===== src/include/dcp_pkg.sv =====
// constants, types and helpers shared by the downconverter path files
package dcp_pkg;
    // register offsets and reset values
    localparam logic [14:0] DCP_ADDR_CTRL = 15'h0350;
    localparam logic [14:0] DCP_ADDR_INSEL = 15'h0351;
    localparam logic [7:0] DCP_CTRL_RST = 8'h00;
    localparam logic [7:0] DCP_INSEL_RST = 8'h00;
    localparam logic [7:0] DCP_INSEL_RW_MASK = 8'hf5;
    // field positions of the control register
    localparam int DCP_MIX_BIT = 7;
    localparam int DCP_GAIN_BIT = 6;
    localparam int DCP_IFM_LSB = 4;
    localparam int DCP_C2R_BIT = 3;
    localparam int DCP_DEC_LSB = 0;
    // field positions of the input select register
    localparam int DCP_EXT_LSB = 4;
    localparam int DCP_QSEL_BIT = 2;
    localparam int DCP_ISEL_BIT = 0;
    // sample width
    localparam int DCP_SW = 16;
    // basic and extended decimation codes
    localparam logic [2:0] DCP_DEC_EXT = 3'h7;
    localparam logic [3:0] DCP_EXT_TB_HB4 = 4'h0;
    localparam logic [3:0] DCP_EXT_FB_HB1 = 4'h2;
    localparam logic [3:0] DCP_EXT_FB_HB2 = 4'h3;
    localparam logic [3:0] DCP_EXT_FB_HB3 = 4'h4;
    // stage enable bit positions
    localparam int DCP_STG_HB1 = 0;
    localparam int DCP_STG_HB2 = 1;
    localparam int DCP_STG_HB3 = 2;
    localparam int DCP_STG_HB4 = 3;
    localparam int DCP_STG_TB = 4;
    localparam int DCP_STG_FB = 5;
    // intermediate frequency modes
    typedef enum logic [1:0] {
        DCP_IF_VAR = 2'b00,
        DCP_IF_ZERO = 2'b01,
        DCP_IF_FS = 2'b10,
        DCP_IF_TEST = 2'b11
    } dcp_ifmode_t;

    // doubling with saturation, the 6 dB gain step
    function automatic logic [DCP_SW-1:0] dcp_sat_x2(input logic [DCP_SW-1:0] x);
        if (x[DCP_SW-1] != x[DCP_SW-2]) begin
            return x[DCP_SW-1] ? {1'b1, {(DCP_SW-1){1'b0}}} : {1'b0, {(DCP_SW-1){1'b1}}};
        end
        return {x[DCP_SW-2:0], 1'b0};
    endfunction

    // negation with saturation, most negative value maps to most positive
    function automatic logic [DCP_SW-1:0] dcp_sat_neg(input logic [DCP_SW-1:0] x);
        if (x == {1'b1, {(DCP_SW-1){1'b0}}}) begin
            return {1'b0, {(DCP_SW-1){1'b1}}};
        end
        return (~x) + 16'h0001;
    endfunction
endpackage


===== src/hdl/dcp_ratio_decode.sv =====
// decimation code to stage cascade and ratio decoder
`timescale 1ns/100ps
module dcp_ratio_decode import dcp_pkg::*; (
    input wire logic [2:0] dec_code,
    input wire logic [3:0] ext_code,
    input wire logic real_out,
    output logic [5:0] ratio,
    output logic [5:0] stages,
    output logic code_bad
);
    logic [5:0] cplx;

    // complex ratio and stage set; real output halves every ratio
    always_comb begin
        cplx = 6'h00;
        stages = 6'h00;
        code_bad = 1'b0;
        case (dec_code)
            3'b000: begin cplx = 6'd4; stages = 6'h03; end // RULE5
            3'b001: begin cplx = 6'd8; stages = 6'h07; end // RULE5
            3'b010: begin cplx = 6'd16; stages = 6'h0f; end // RULE5
            3'b011: begin cplx = 6'd2; stages = 6'h01; end // RULE6
            3'b100: begin cplx = 6'd6; stages = 6'h11; end // RULE7
            3'b101: begin cplx = 6'd12; stages = 6'h13; end // RULE7
            3'b110: begin cplx = 6'd24; stages = 6'h17; end // RULE7
            default: begin
                // extended field only consulted here
                case (ext_code) // RULE8 RULE9
                    DCP_EXT_TB_HB4: begin cplx = 6'd48; stages = 6'h1f; end // RULE10
                    DCP_EXT_FB_HB1: begin cplx = 6'd10; stages = 6'h21; end // RULE11
                    DCP_EXT_FB_HB2: begin cplx = 6'd20; stages = 6'h23; end // RULE12
                    DCP_EXT_FB_HB3: begin cplx = 6'd40; stages = 6'h27; end // RULE12
                    default: code_bad = 1'b1;
                endcase
            end
        endcase
        ratio = real_out ? {1'b0, cplx[5:1]} : cplx; // RULE4
    end
endmodule


===== src/hdl/dcp_decimator.sv =====
// keep one sample in every ratio samples
`timescale 1ns/100ps
module dcp_decimator import dcp_pkg::*; (
    input wire logic clk,
    input wire logic rst,
    input wire logic [5:0] ratio,
    input wire logic real_out,
    input wire logic in_vld,
    input wire logic [DCP_SW-1:0] in_i,
    input wire logic [DCP_SW-1:0] in_q,
    output logic [DCP_SW-1:0] out_i,
    output logic [DCP_SW-1:0] out_q,
    output logic out_i_vld,
    output logic out_q_vld
);
    typedef struct packed {
        logic [5:0] cnt;
        logic [5:0] prev;
        logic [DCP_SW-1:0] i;
        logic [DCP_SW-1:0] q;
        logic iv;
        logic qv;
    } dcp_dec_state_t;

    dcp_dec_state_t st_reg;
    dcp_dec_state_t st_next;

    // a ratio change restarts the phase so the first kept sample is clean
    always_comb begin
        st_next = st_reg;
        st_next.iv = 1'b0;
        st_next.qv = 1'b0;
        if (ratio != st_reg.prev) begin
            st_next.prev = ratio;
            st_next.cnt = 6'h00;
        end else if (in_vld && ratio != 6'h00) begin
            if (st_reg.cnt == 6'h00) begin
                st_next.i = in_i;
                st_next.q = in_q;
                st_next.iv = 1'b1;
                st_next.qv = !real_out; // RULE4
            end
            st_next.cnt = (st_reg.cnt == ratio - 6'h01) ? 6'h00 : st_reg.cnt + 6'h01;
        end
    end

    always_ff @(posedge clk) begin
        if (rst) begin
            st_reg <= '0;
        end else begin
            st_reg <= st_next;
        end
    end

    assign out_i = st_reg.i;
    assign out_q = st_reg.q;
    assign out_i_vld = st_reg.iv;
    assign out_q_vld = st_reg.qv;
endmodule


===== src/hdl/dcp_path_config.sv =====
// second downconverter path: configuration registers and datapath selection
// Operation
// RULE1 - control bit 7 low mixes one real channel into both I and Q, high takes I and Q apart.
// RULE2 - control bit 6 high doubles every sample for 6 dB of gain, low leaves unity gain; the test pattern is not doubled.
// RULE3 - control bits 5:4 pick variable IF, zero IF, sample-rate IF or a test pattern.
// RULE4 - control bit 3 high drops Q and turns I into a real stream by an extra mixing step; in test mode I carries the ramp unmixed.
// RULE5 - codes 000, 001, 010 cascade two, three or four half-bands for 4, 8, 16 (halved if real).
// RULE6 - code 011 uses only the first half-band for 2, or 1 with real output.
// RULE7 - codes 100 to 110 add the third-band after one to three half-bands for 6, 12, 24.
// RULE8 - code 111 hands the ratio choice to the extended field in bits 7:4 of input select.
// RULE9 - the extended field is ignored whenever the basic code is not 111.
// RULE10 - extended code 0 runs the third-band after all four half-bands for 48, or 24 real.
// RULE11 - extended code 2 runs the fifth-band with half-band one for 10, or 5 real.
// RULE12 - extended codes 3 and 4 add half-band two, then three, for 20 and 40, halved if real.
// RULE13 - input select bits 0 and 2 choose channel A or B for I and Q, bits 1 and 3 read zero.
// RULE14 - software avoids unlisted extended codes and keeps mixer type consistent with inputs.
`timescale 1ns/100ps
module dcp_path_config import dcp_pkg::*; (
    input wire logic clk,
    input wire logic rst,
    input wire logic [14:0] cfg_addr,
    input wire logic cfg_wr,
    input wire logic [7:0] cfg_wdata,
    input wire logic cfg_rd,
    output logic [7:0] cfg_rdata,
    output logic cfg_rvalid,
    input wire logic smp_vld,
    input wire logic [DCP_SW-1:0] smp_a,
    input wire logic [DCP_SW-1:0] smp_b,
    output logic [DCP_SW-1:0] out_i,
    output logic [DCP_SW-1:0] out_q,
    output logic out_i_vld,
    output logic out_q_vld,
    output logic [5:0] stage_en,
    output logic [5:0] decim_ratio,
    output logic decim_code_bad,
    output logic [1:0] intermediate_freq_mode
);
    typedef struct packed {
        logic [7:0] ctrl;
        logic [7:0] insel;
        logic [7:0] rdata;
        logic rvalid;
        logic [DCP_SW-1:0] i;
        logic [DCP_SW-1:0] q;
        logic vld;
        logic [1:0] ph;
        logic [DCP_SW-1:0] ramp;
        logic [5:0] ratio;
        logic [5:0] stages;
        logic bad;
    } dcp_state_t;

    dcp_state_t st_reg;
    dcp_state_t st_next;

    // field views of the two registers
    logic mixer_type_bit;
    logic six_db_gain_bit;
    logic real_output_enable;
    logic [2:0] decim_ratio_code;
    logic [3:0] ext_ratio_code;
    logic quad_source_select;
    logic inphase_source_select;
    dcp_ifmode_t if_mode;

    assign mixer_type_bit = st_reg.ctrl[DCP_MIX_BIT];
    assign six_db_gain_bit = st_reg.ctrl[DCP_GAIN_BIT];
    assign real_output_enable = st_reg.ctrl[DCP_C2R_BIT];
    assign decim_ratio_code = st_reg.ctrl[DCP_DEC_LSB +: 3];
    assign ext_ratio_code = st_reg.insel[DCP_EXT_LSB +: 4];
    assign quad_source_select = st_reg.insel[DCP_QSEL_BIT];
    assign inphase_source_select = st_reg.insel[DCP_ISEL_BIT];
    assign if_mode = dcp_ifmode_t'(st_reg.ctrl[DCP_IFM_LSB +: 2]);

    // source choice and gain ahead of the mixing stage
    logic q_from_b;
    logic [DCP_SW-1:0] isrc;
    logic [DCP_SW-1:0] qsrc;
    logic [DCP_SW-1:0] isrc_x2;
    logic [DCP_SW-1:0] gi;
    logic [DCP_SW-1:0] gq;

    // a real mixer reuses the I channel for Q so both carry one real input
    assign q_from_b = mixer_type_bit ? quad_source_select : inphase_source_select; // RULE1
    assign isrc = inphase_source_select ? smp_b : smp_a; // RULE13
    assign qsrc = q_from_b ? smp_b : smp_a; // RULE13
    assign isrc_x2 = dcp_sat_x2(isrc);
    // doubling saturates rather than wraps so a full-scale input stays sane
    assign gi = six_db_gain_bit ? isrc_x2 : isrc; // RULE2
    assign gq = six_db_gain_bit ? dcp_sat_x2(qsrc) : qsrc; // RULE2

    // cascade and ratio from the registered codes
    logic [5:0] dec_ratio;
    logic [5:0] dec_stages;
    logic dec_bad;

    dcp_ratio_decode u_decode (
        .dec_code(decim_ratio_code),
        .ext_code(ext_ratio_code),
        .real_out(real_output_enable),
        .ratio(dec_ratio),
        .stages(dec_stages),
        .code_bad(dec_bad)
    );

    // register access, mixing and sequencing
    always_comb begin
        st_next = st_reg;
        st_next.rvalid = 1'b0;
        st_next.vld = smp_vld;
        st_next.ratio = dec_ratio;
        st_next.stages = dec_stages;
        st_next.bad = dec_bad;
        if (cfg_wr) begin
            if (cfg_addr == DCP_ADDR_CTRL) begin
                st_next.ctrl = cfg_wdata;
            end else if (cfg_addr == DCP_ADDR_INSEL) begin
                st_next.insel = cfg_wdata & DCP_INSEL_RW_MASK; // RULE13
            end
        end
        // unmapped offsets read back as zero
        if (cfg_rd) begin
            st_next.rvalid = 1'b1;
            if (cfg_addr == DCP_ADDR_CTRL) begin
                st_next.rdata = st_reg.ctrl;
            end else if (cfg_addr == DCP_ADDR_INSEL) begin
                st_next.rdata = st_reg.insel;
            end else begin
                st_next.rdata = 8'h00;
            end
        end
        if (smp_vld) begin
            case (if_mode) // RULE3
                DCP_IF_TEST: begin
                    st_next.i = st_reg.ramp;
                    st_next.q = ~st_reg.ramp;
                    st_next.ramp = st_reg.ramp + 16'h0001;
                end
                // the oscillator rotation sits outside; zero and fs IF pass straight
                DCP_IF_VAR, DCP_IF_ZERO, DCP_IF_FS: begin
                    st_next.i = gi;
                    st_next.q = gq;
                    if (real_output_enable) begin
                        // quarter-rate rotation I, -Q, -I, Q keeps only the real part
                        case (st_reg.ph) // RULE4
                            2'b00: st_next.i = gi;
                            2'b01: st_next.i = dcp_sat_neg(gq);
                            2'b10: st_next.i = dcp_sat_neg(gi);
                            default: st_next.i = gq;
                        endcase
                        st_next.q = 16'h0000;
                        st_next.ph = st_reg.ph + 2'b01;
                    end
                end
                default: begin
                    st_next.i = gi;
                    st_next.q = gq;
                end
            endcase
        end
    end

    always_ff @(posedge clk) begin
        if (rst) begin
            st_reg <= '0;
            st_reg.ctrl <= DCP_CTRL_RST;
            st_reg.insel <= DCP_INSEL_RST;
        end else begin
            st_reg <= st_next;
        end
    end

    // keep one of every ratio samples; a bad code gives ratio zero and no output
    dcp_decimator u_decim (
        .clk(clk),
        .rst(rst),
        .ratio(st_reg.ratio),
        .real_out(real_output_enable),
        .in_vld(st_reg.vld),
        .in_i(st_reg.i),
        .in_q(st_reg.q),
        .out_i(out_i),
        .out_q(out_q),
        .out_i_vld(out_i_vld),
        .out_q_vld(out_q_vld)
    );

    assign cfg_rdata = st_reg.rdata;
    assign cfg_rvalid = st_reg.rvalid;
    assign stage_en = st_reg.stages;
    assign decim_ratio = st_reg.ratio;
    assign decim_code_bad = st_reg.bad;
    assign intermediate_freq_mode = st_reg.ctrl[DCP_IFM_LSB +: 2];

    logic plain_path;
    assign plain_path = (if_mode != DCP_IF_TEST) && !real_output_enable;
endmodule


===== config.mk =====
export PLATFORM = sky130hd
export DESIGN_NAME = dcp_path_config
export DESIGN_NICKNAME = d
export VERILOG_FILES = /design/src/include/dcp_pkg.sv /design/src/hdl/dcp_ratio_decode.sv /design/src/hdl/dcp_decimator.sv /design/src/hdl/dcp_path_config.sv
export SDC_FILE = /design/constraint.sdc
export NUM_CORES = 1
export LEC_CHECK = 0
export ABC_AREA = 1
export BUFFER_PORTS_ARGS = -buffer_cell sky130_fd_sc_hd__buf_2
export CAP_MARGIN = 20
export CELL_PAD_IN_SITES_DETAIL_PLACEMENT = 0
export CELL_PAD_IN_SITES_GLOBAL_PLACEMENT = 1
export CORE_AREA = 4 4 187 134
export CTS_CLUSTER_DIAMETER = 40
export DETAILED_ROUTE_END_ITERATION = 8
export DIE_AREA = 0 0 191 138
export GPL_ROUTABILITY_DRIVEN = 0
export PLACE_DENSITY_LB_ADDON = 0.1
export SLEW_MARGIN = 10
export SYNTH_ARGS = -nofsm -noshare
export SYNTH_HDL_FRONTEND = slang
export SYNTH_SLANG_ARGS = --single-unit

===== constraint.sdc =====
create_clock -name clk -period 7.6 [get_ports clk]
set_clock_uncertainty 0.2 [all_clocks]
set_input_delay 1.52 -clock clk [delete_from_list [all_inputs] [get_ports clk]]
set_output_delay 1.52 -clock clk [all_outputs]
set_load 0.01 [all_outputs]

=== Word-level counts from Yosys, hierarchy flattened ===
Cells that the tools add are included.

* Logic and storage cells: 115
* Input port bits: 60
* Register bits after elaboration: 133
* Output and inout bits: 58

* Bitwise gates (word level): 7
* Reduce and logical (&&, ||, !) cells: 20
* Eq/ne operators: 22
* Muxes and demuxes: 41
* Add/sub/neg operators: 6

{| class="wikitable"
|+ Operator list
! kind !! number
|-
| $mux 16 || 14
|-
| $pmux 6 s7 || 2
|-
| $pmux 32 s2 || 1
|-
| $add 16x1->16 const B || 3
|-
| $not 16->16 || 3
|-
| $pmux 16 s3 || 1
|-
| $pmux 6 s4 || 2
|-
| $eq 16x16->1 const B || 2
|-
| $mux 32 || 1
|-
| $eq 15x10->1 const B || 2
|-
| $mux 8 || 2
|-
| $mux 1 || 15
|-
| $eq 3x3->1 const B || 3
|-
| $reduce_and 3->1 || 3
|-
| $eq 4x2->1 const B || 2
|-
| $reduce_or 4->1 || 2
|-
| $reduce_or 8->1 || 1
|-
| $add 6x1->6 const B || 1
|-
| $eq 2x2->1 const B || 3
|-
| $eq 3x2->1 const B || 2
|-
| $eq 6x6->1 || 1
|-
| $logic_not 6->1 || 1
|-
| $mux 6 || 1
|-
| $ne 6x6->1 || 1
|-
| 18 further kinds || 27
|}

=== Depth between registers and ports, before layout ===
* Depth in word-level cells: 16
* Gate-level depth with buffers: 26
* Mapped depth without buffers: 24

=== Cells and area by module ===
Synthesis repeated with hierarchy kept, for this count alone.

* Cells, all modules: 1,524
* Area total of the unflattened synthesis: 9,130.0 um^2

{| class="wikitable"
|+ By module, submodules not included
! module !! instances !! area each (um^2) !! cells each !! seq. area each (um^2)
|-
| dcp_path_config || 1 || 6,319.8 || 1,067 || 1,741.7
|-
| dcp_decimator || 1 || 2,516.2 || 393 || 920.9
|-
| dcp_ratio_decode || 1 || 294.0 || 64 || 0.0
|}

=== Least setup slack after synthesis ===
OpenSTA, ideal clock, no wires.

* Path kind: input to register
* Start point: in smp_a[15]
* End point: reg st_reg[58] (netlist bit)
* Arrival: 3.757 ns
* Stages: 21
* Slack: 3.573 ns
* Cell sequence: inv_1 nand3_1 nand2_1 ha_1 buf_2 nand3_1 nand3_1 and2_1 ha_1 nand2_1 nor2_2 nand2_2 nor2_8 inv_4 nand3_1 nand2_1 nand2_1 nand2_1 nand2_1 nand2_1 a21oi_1

* Word-level cells in the longest chain between the ends: 15
* Elaborated cells between the ends (all ways): 35
* Those cells by class: add/sub (2); eq/ne (4); mux (27); bitwise (2)

{| class="wikitable"
|+ Ends and longest elaborated chain
! element !! line !! RTL
|-
| start: declaration || dcp_path_config.sv:28 || <nowiki>input wire logic [DCP_SW-1:0] smp_a,</nowiki>
|-
| $mux 16, on equally long branches || dcp_path_config.sv:86, dcp_path_config.sv:87 ||
|-
| $mux 16 or $ne 1x1->1 (tied branches) || dcp_pkg.sv:45, dcp_pkg.sv:44 ||
|-
| $mux 16 or $mux 1 (tied branches) || dcp_pkg.sv:44 || <nowiki>if (x[DCP_SW-1] != x[DCP_SW-2]) begin</nowiki>
|-
| $mux 16 || dcp_pkg.sv:47 || <nowiki>return {x[DCP_SW-2:0], 1'b0};</nowiki>
|-
| $mux 16, on equally long branches || dcp_path_config.sv:90, dcp_path_config.sv:91 ||
|-
| $eq 16x16->1 || dcp_pkg.sv:52 || <nowiki>if (x == {1'b1, {(DCP_SW-1){1'b0}}}) begin</nowiki>
|-
| $mux 1 || dcp_pkg.sv:52 ||
|-
| $mux 1 || dcp_path_config.sv:146 || <nowiki>case (st_reg.ph)</nowiki>
|-
| $mux 1 || dcp_path_config.sv:144 || <nowiki>if (real_output_enable) begin</nowiki>
|-
| $mux 1 || dcp_path_config.sv:134 || <nowiki>case (if_mode)</nowiki>
|-
| $mux 1 || dcp_path_config.sv:133 || <nowiki>if (smp_vld) begin</nowiki>
|-
| $mux 16 || dcp_pkg.sv:55 || <nowiki>return (~x) + 16'h0001;</nowiki>
|-
| $pmux 16 s3 || dcp_path_config.sv:146 ||
|-
| $mux 32 (*) || dcp_path_config.sv:144 ||
|-
| $pmux 32 s2 (*) || dcp_path_config.sv:134 ||
|-
| end signal: assignment || dcp_path_config.sv:170 || <nowiki>st_reg <= st_next;</nowiki>
|-
| end: declaration || dcp_path_config.sv:54 || <nowiki>dcp_state_t st_reg;</nowiki>
|}

Every way passes the cells marked *; elsewhere a longest branch is shown, timed or not. The select of a mux whose other input is x is not followed.
A chain may end at the register's enable or synchronous reset.

=== Worst setup path after layout ===
* Start point: in smp_b[14]
* End point: reg st_reg[61] (netlist bit)

* Word-level cells in the longest chain between the ends: 15
* Elaborated cells between the ends (all ways): 31
* Those cells by class: add/sub (2); eq/ne (4); mux (23); bitwise (2)

{| class="wikitable"
|+ Ends and longest elaborated chain
! element !! line !! RTL
|-
| start: declaration || dcp_path_config.sv:29 || <nowiki>input wire logic [DCP_SW-1:0] smp_b,</nowiki>
|-
| $mux 16, on equally long branches || dcp_path_config.sv:86, dcp_path_config.sv:87 ||
|-
| $ne 1x1->1 || dcp_pkg.sv:44 ||
|-
| $mux 1 || dcp_pkg.sv:44 ||
|-
| $mux 16 || dcp_pkg.sv:47 ||
|-
| $mux 16, on equally long branches || dcp_path_config.sv:90, dcp_path_config.sv:91 ||
|-
| $eq 16x16->1 || dcp_pkg.sv:52 ||
|-
| $mux 1 || dcp_pkg.sv:52 ||
|-
| $mux 1 || dcp_path_config.sv:146 ||
|-
| $mux 1 || dcp_path_config.sv:144 ||
|-
| $mux 1 || dcp_path_config.sv:134 ||
|-
| $mux 1 || dcp_path_config.sv:133 ||
|-
| $mux 16 || dcp_pkg.sv:55 ||
|-
| $pmux 16 s3 || dcp_path_config.sv:146 ||
|-
| $mux 32 (*) || dcp_path_config.sv:144 ||
|-
| $pmux 32 s2 (*) || dcp_path_config.sv:134 ||
|}

Marks and branches as above.

==> results.toml <==
[outcome]
outcome = "finished clean"

[synth]
synth_largest_area_cell = "dfxtp_1"
synth_simple_gate_area_share = 0.350
synth_top_area_frac = 0.304
ys_warn_count = 0
synth_area_mm2 = 0.00875
synth_xor_area_frac = 0.0150
synth-compound-area-share = 0.166
ys_seq_area_frac = 0.304
synth-edff-count = 0
synthMuxAreaShare = 0.00258
netlist_instances = 1397
yosys-top-cells-area = "dfxtp_1 30%, nand2_1 14%, nor2_1 7.0%, nand3_1 6.6%, inv_1 6.3%"
synth_top_family_by_area = "simple AND/OR/NAND/NOR gates"
syn_nets = 1469
ys_async_sr_fraction = 0
ys_types = 50
synth-main-ff-cell = "dfxtp_1"
ys_ff_latch = 133
syn_area_per_cell_um2 = 6.26
synthAdderAreaFrac = 0.0172

[worst_setup_path]
start_kind = "input pin"
worstPathArrival_ps = 4880
crit_path_end_kind = "register"
critPathRequiredTime_ps = 7750
worstSetupPathType = "input pin to register"
path_max_fanout = 11

[pwr]
peakVddDrop_uv = 144
power.share.combinational = 0.116
pwr_density_cell_mw_per_mm2 = 186
clkPwrFrac = 0.478
p_leak_nw = 4.58
sw_frac_of_total = 0.255
netSwitchingPower_mw = 0.462
p_seq_frac = 0.406
p_int_mw = 1.35

[sta]
clock.fmax_mhz = 211
worst_slew_pin_slew_ps = 1040
tns_ps = 0
slew_headroom = 0.301
post-route-min-period_ps = 4730
finalCritPeriodShare = 0.623
setup_viol = 0
hold_viol = 0
rsz0062_at_grt = "no"
drv_slew = 0

[die]
coreArea_mm2 = 0.0233
die_h_um = 138
die_x_um = 191
start_util = 0.375
dieArea_mm2 = 0.0264
ios = 118
rows = 47

[clocking]
clockBufferDepth = 2
post_cts_buffers = 0
ctsHoldBuffers = 0
numCtsBuffers = 17
cts_root_buf = "clkbuf_16"
clkLatencyLatePin_ps = 420
cts_tree = "done"
postCtsResizedCells = 0
cts_num_sinks = 133
clk_pin_slew_ps = 60
ctsHtreeMaxLevel = 4

[grt]
grt-ovfl-total = 0
grtUsageTotal = 0.210
grt_pass1_vias = 8333
grt_max_degree = 75
grt_pass1_wl_mm = 45.0
antenna_found_initial = 0

[drt]
post_drt_wl_per_cell_um = 15.7
ant_nets = 0
first_iter_violations = 653
avgViaCountPerCell = 5.02
drc = 0
via_count = 8839
routed_wl_mm = 27.6
drt_pass1_iterations = 5

[placement]
hpwl_mm = 21.4
io_buffers = 117
dp.cells = 1728

[cells_and_area]
final_cells = 1761
antenna_cells = 0
mostFrequentLayoutCell = "nand2_1"
drive_above_1_share = 0.150
largest_reg_flops = 51
syn2layout_area_growth_pct = 11.5
final_nets = 1502
layout_common_cells = "330 x nand2_1, 164 x nor2_1, 145 x inv_1"

[hold_path]
hold_class = "register to register"

[job]
drv_cap = 0
## critical path, stage by stage
cell	delay, ps
buf_2	100
nand2_1	50
o21ai_1	140
ha_1	570
inv_1	160
nand2_1	350
nand2_1	120
inv_2	100
nand2_1	90
nand2_1	140
ha_1	190
nand2_1	120
nor2_4	240
nand2_2	110
nor2_4	150
nand2_4	90
nand2_8	130
inv_2	50
o21ai_0	120
nor2_1	90
nand2_1	70
nand2_1	50
a21oi_1	110
## layout make-up
cell class	instances	area, um^2
Fill cell	2569	13600
Multi-Input combinational cell	996	4820
Timing Repair Buffer	125	658
Clock buffer	19	443
Inverter	157	592
Sequential cell	133	2660
Tap cell	318	398
Clock inverter	13	181
## final timing paths
kind | from | cells past startpoint | slack [ps] | endpoint
worst max-delay path | smp_b[14] | 23 | 2870 | st_reg[61]$_SDFFE_PP0P_
worst min-delay path | st_reg[43]$_SDFFE_PP0P_ | 2 | 260 | st_reg[43]$_SDFFE_PP0P_
worst max register to register | inphase_source_select$_SDFFE_PP0P_ | 23 | 3310 | st_reg[55]$_SDFFE_PP0P_
worst min register to register | st_reg[43]$_SDFFE_PP0P_ | 2 | 260 | st_reg[43]$_SDFFE_PP0P_
## per-layer routing
metal	global-route usage	part of all wire	vias to the layer above
li1	-	-	4517
met1	0.315	0.52	4077
met2	0.317	0.42	217
met3	0.0328	0.045	28
met4	0.0487	0.013	0
met5	0	0	-
## logic make-up (layout without fill, tap and decap cells)
logic type               Yosys count  count (layout)
flip-flops                       133             133
AO/OA/AOI/OAI                    267             267
XOR/XNOR                          15              15
buffers and inverters            268             314
AND/OR/NAND/NOR                  701             701
adder cells (fa/ha/maj)           12              12
multiplexers                       1               1
## Yosys cell counts, types with 2 or more instances
cell      count
buf_1         5
nor2_2        8
buf_2        11
dfxtp_1     133
nor3_1       19
buf_6         5
a21oi_1     102
nand3_1     116
buf_4        56
xor2_1       14
o22ai_1       6
or2_1         6
nor2_1      164
o221ai_1      6
clkbuf_1     34
nor2_4        5
inv_2         7
nand2_4       3
o21ai_2       5
and2_1        2
ha_1         12
nand2_2      17
clkinv_1      3
or2_0         2
o21ai_1      17
nor4_1        9
nand4_1       5
or2_2         6
nand2_1     330
inv_1       146
o21bai_1      2
a211oi_1      9
o211ai_1      4
o21ai_0     109
nor3b_1       4
## metrics by stage
step | setup WS [ps] | total power, mW | hold WS, ps | area (um^2) | util
CTS | 2970 | 1.83 | 267 | 9730 | 0.417
finish | 2870 | 1.81 | 263 | 9750 | 0.418
detailed placement | 2510 | 0.958 | 258 | 9100 | 0.390
global placement | 2500 | 0.959 | 254 | 9100 | 0.390
global route | 2490 | 1.89 | 284 | 9750 | 0.418
floorplan | 3570 | 0.898 | 242 | 8750 | -
## power by group through the flow
stage	registers [mW]	clock network (mW)	logic, mW
6_report	0.734	0.865	0.211
3_3_place_gp	0.750	0	0.210
4_1_cts	0.734	0.888	0.210
3_5_place_dp	0.749	0	0.209
5_1_grt	0.736	0.918	0.240
2_1_floorplan	0.743	0	0.155
Power figures use the tool's default switching activity.
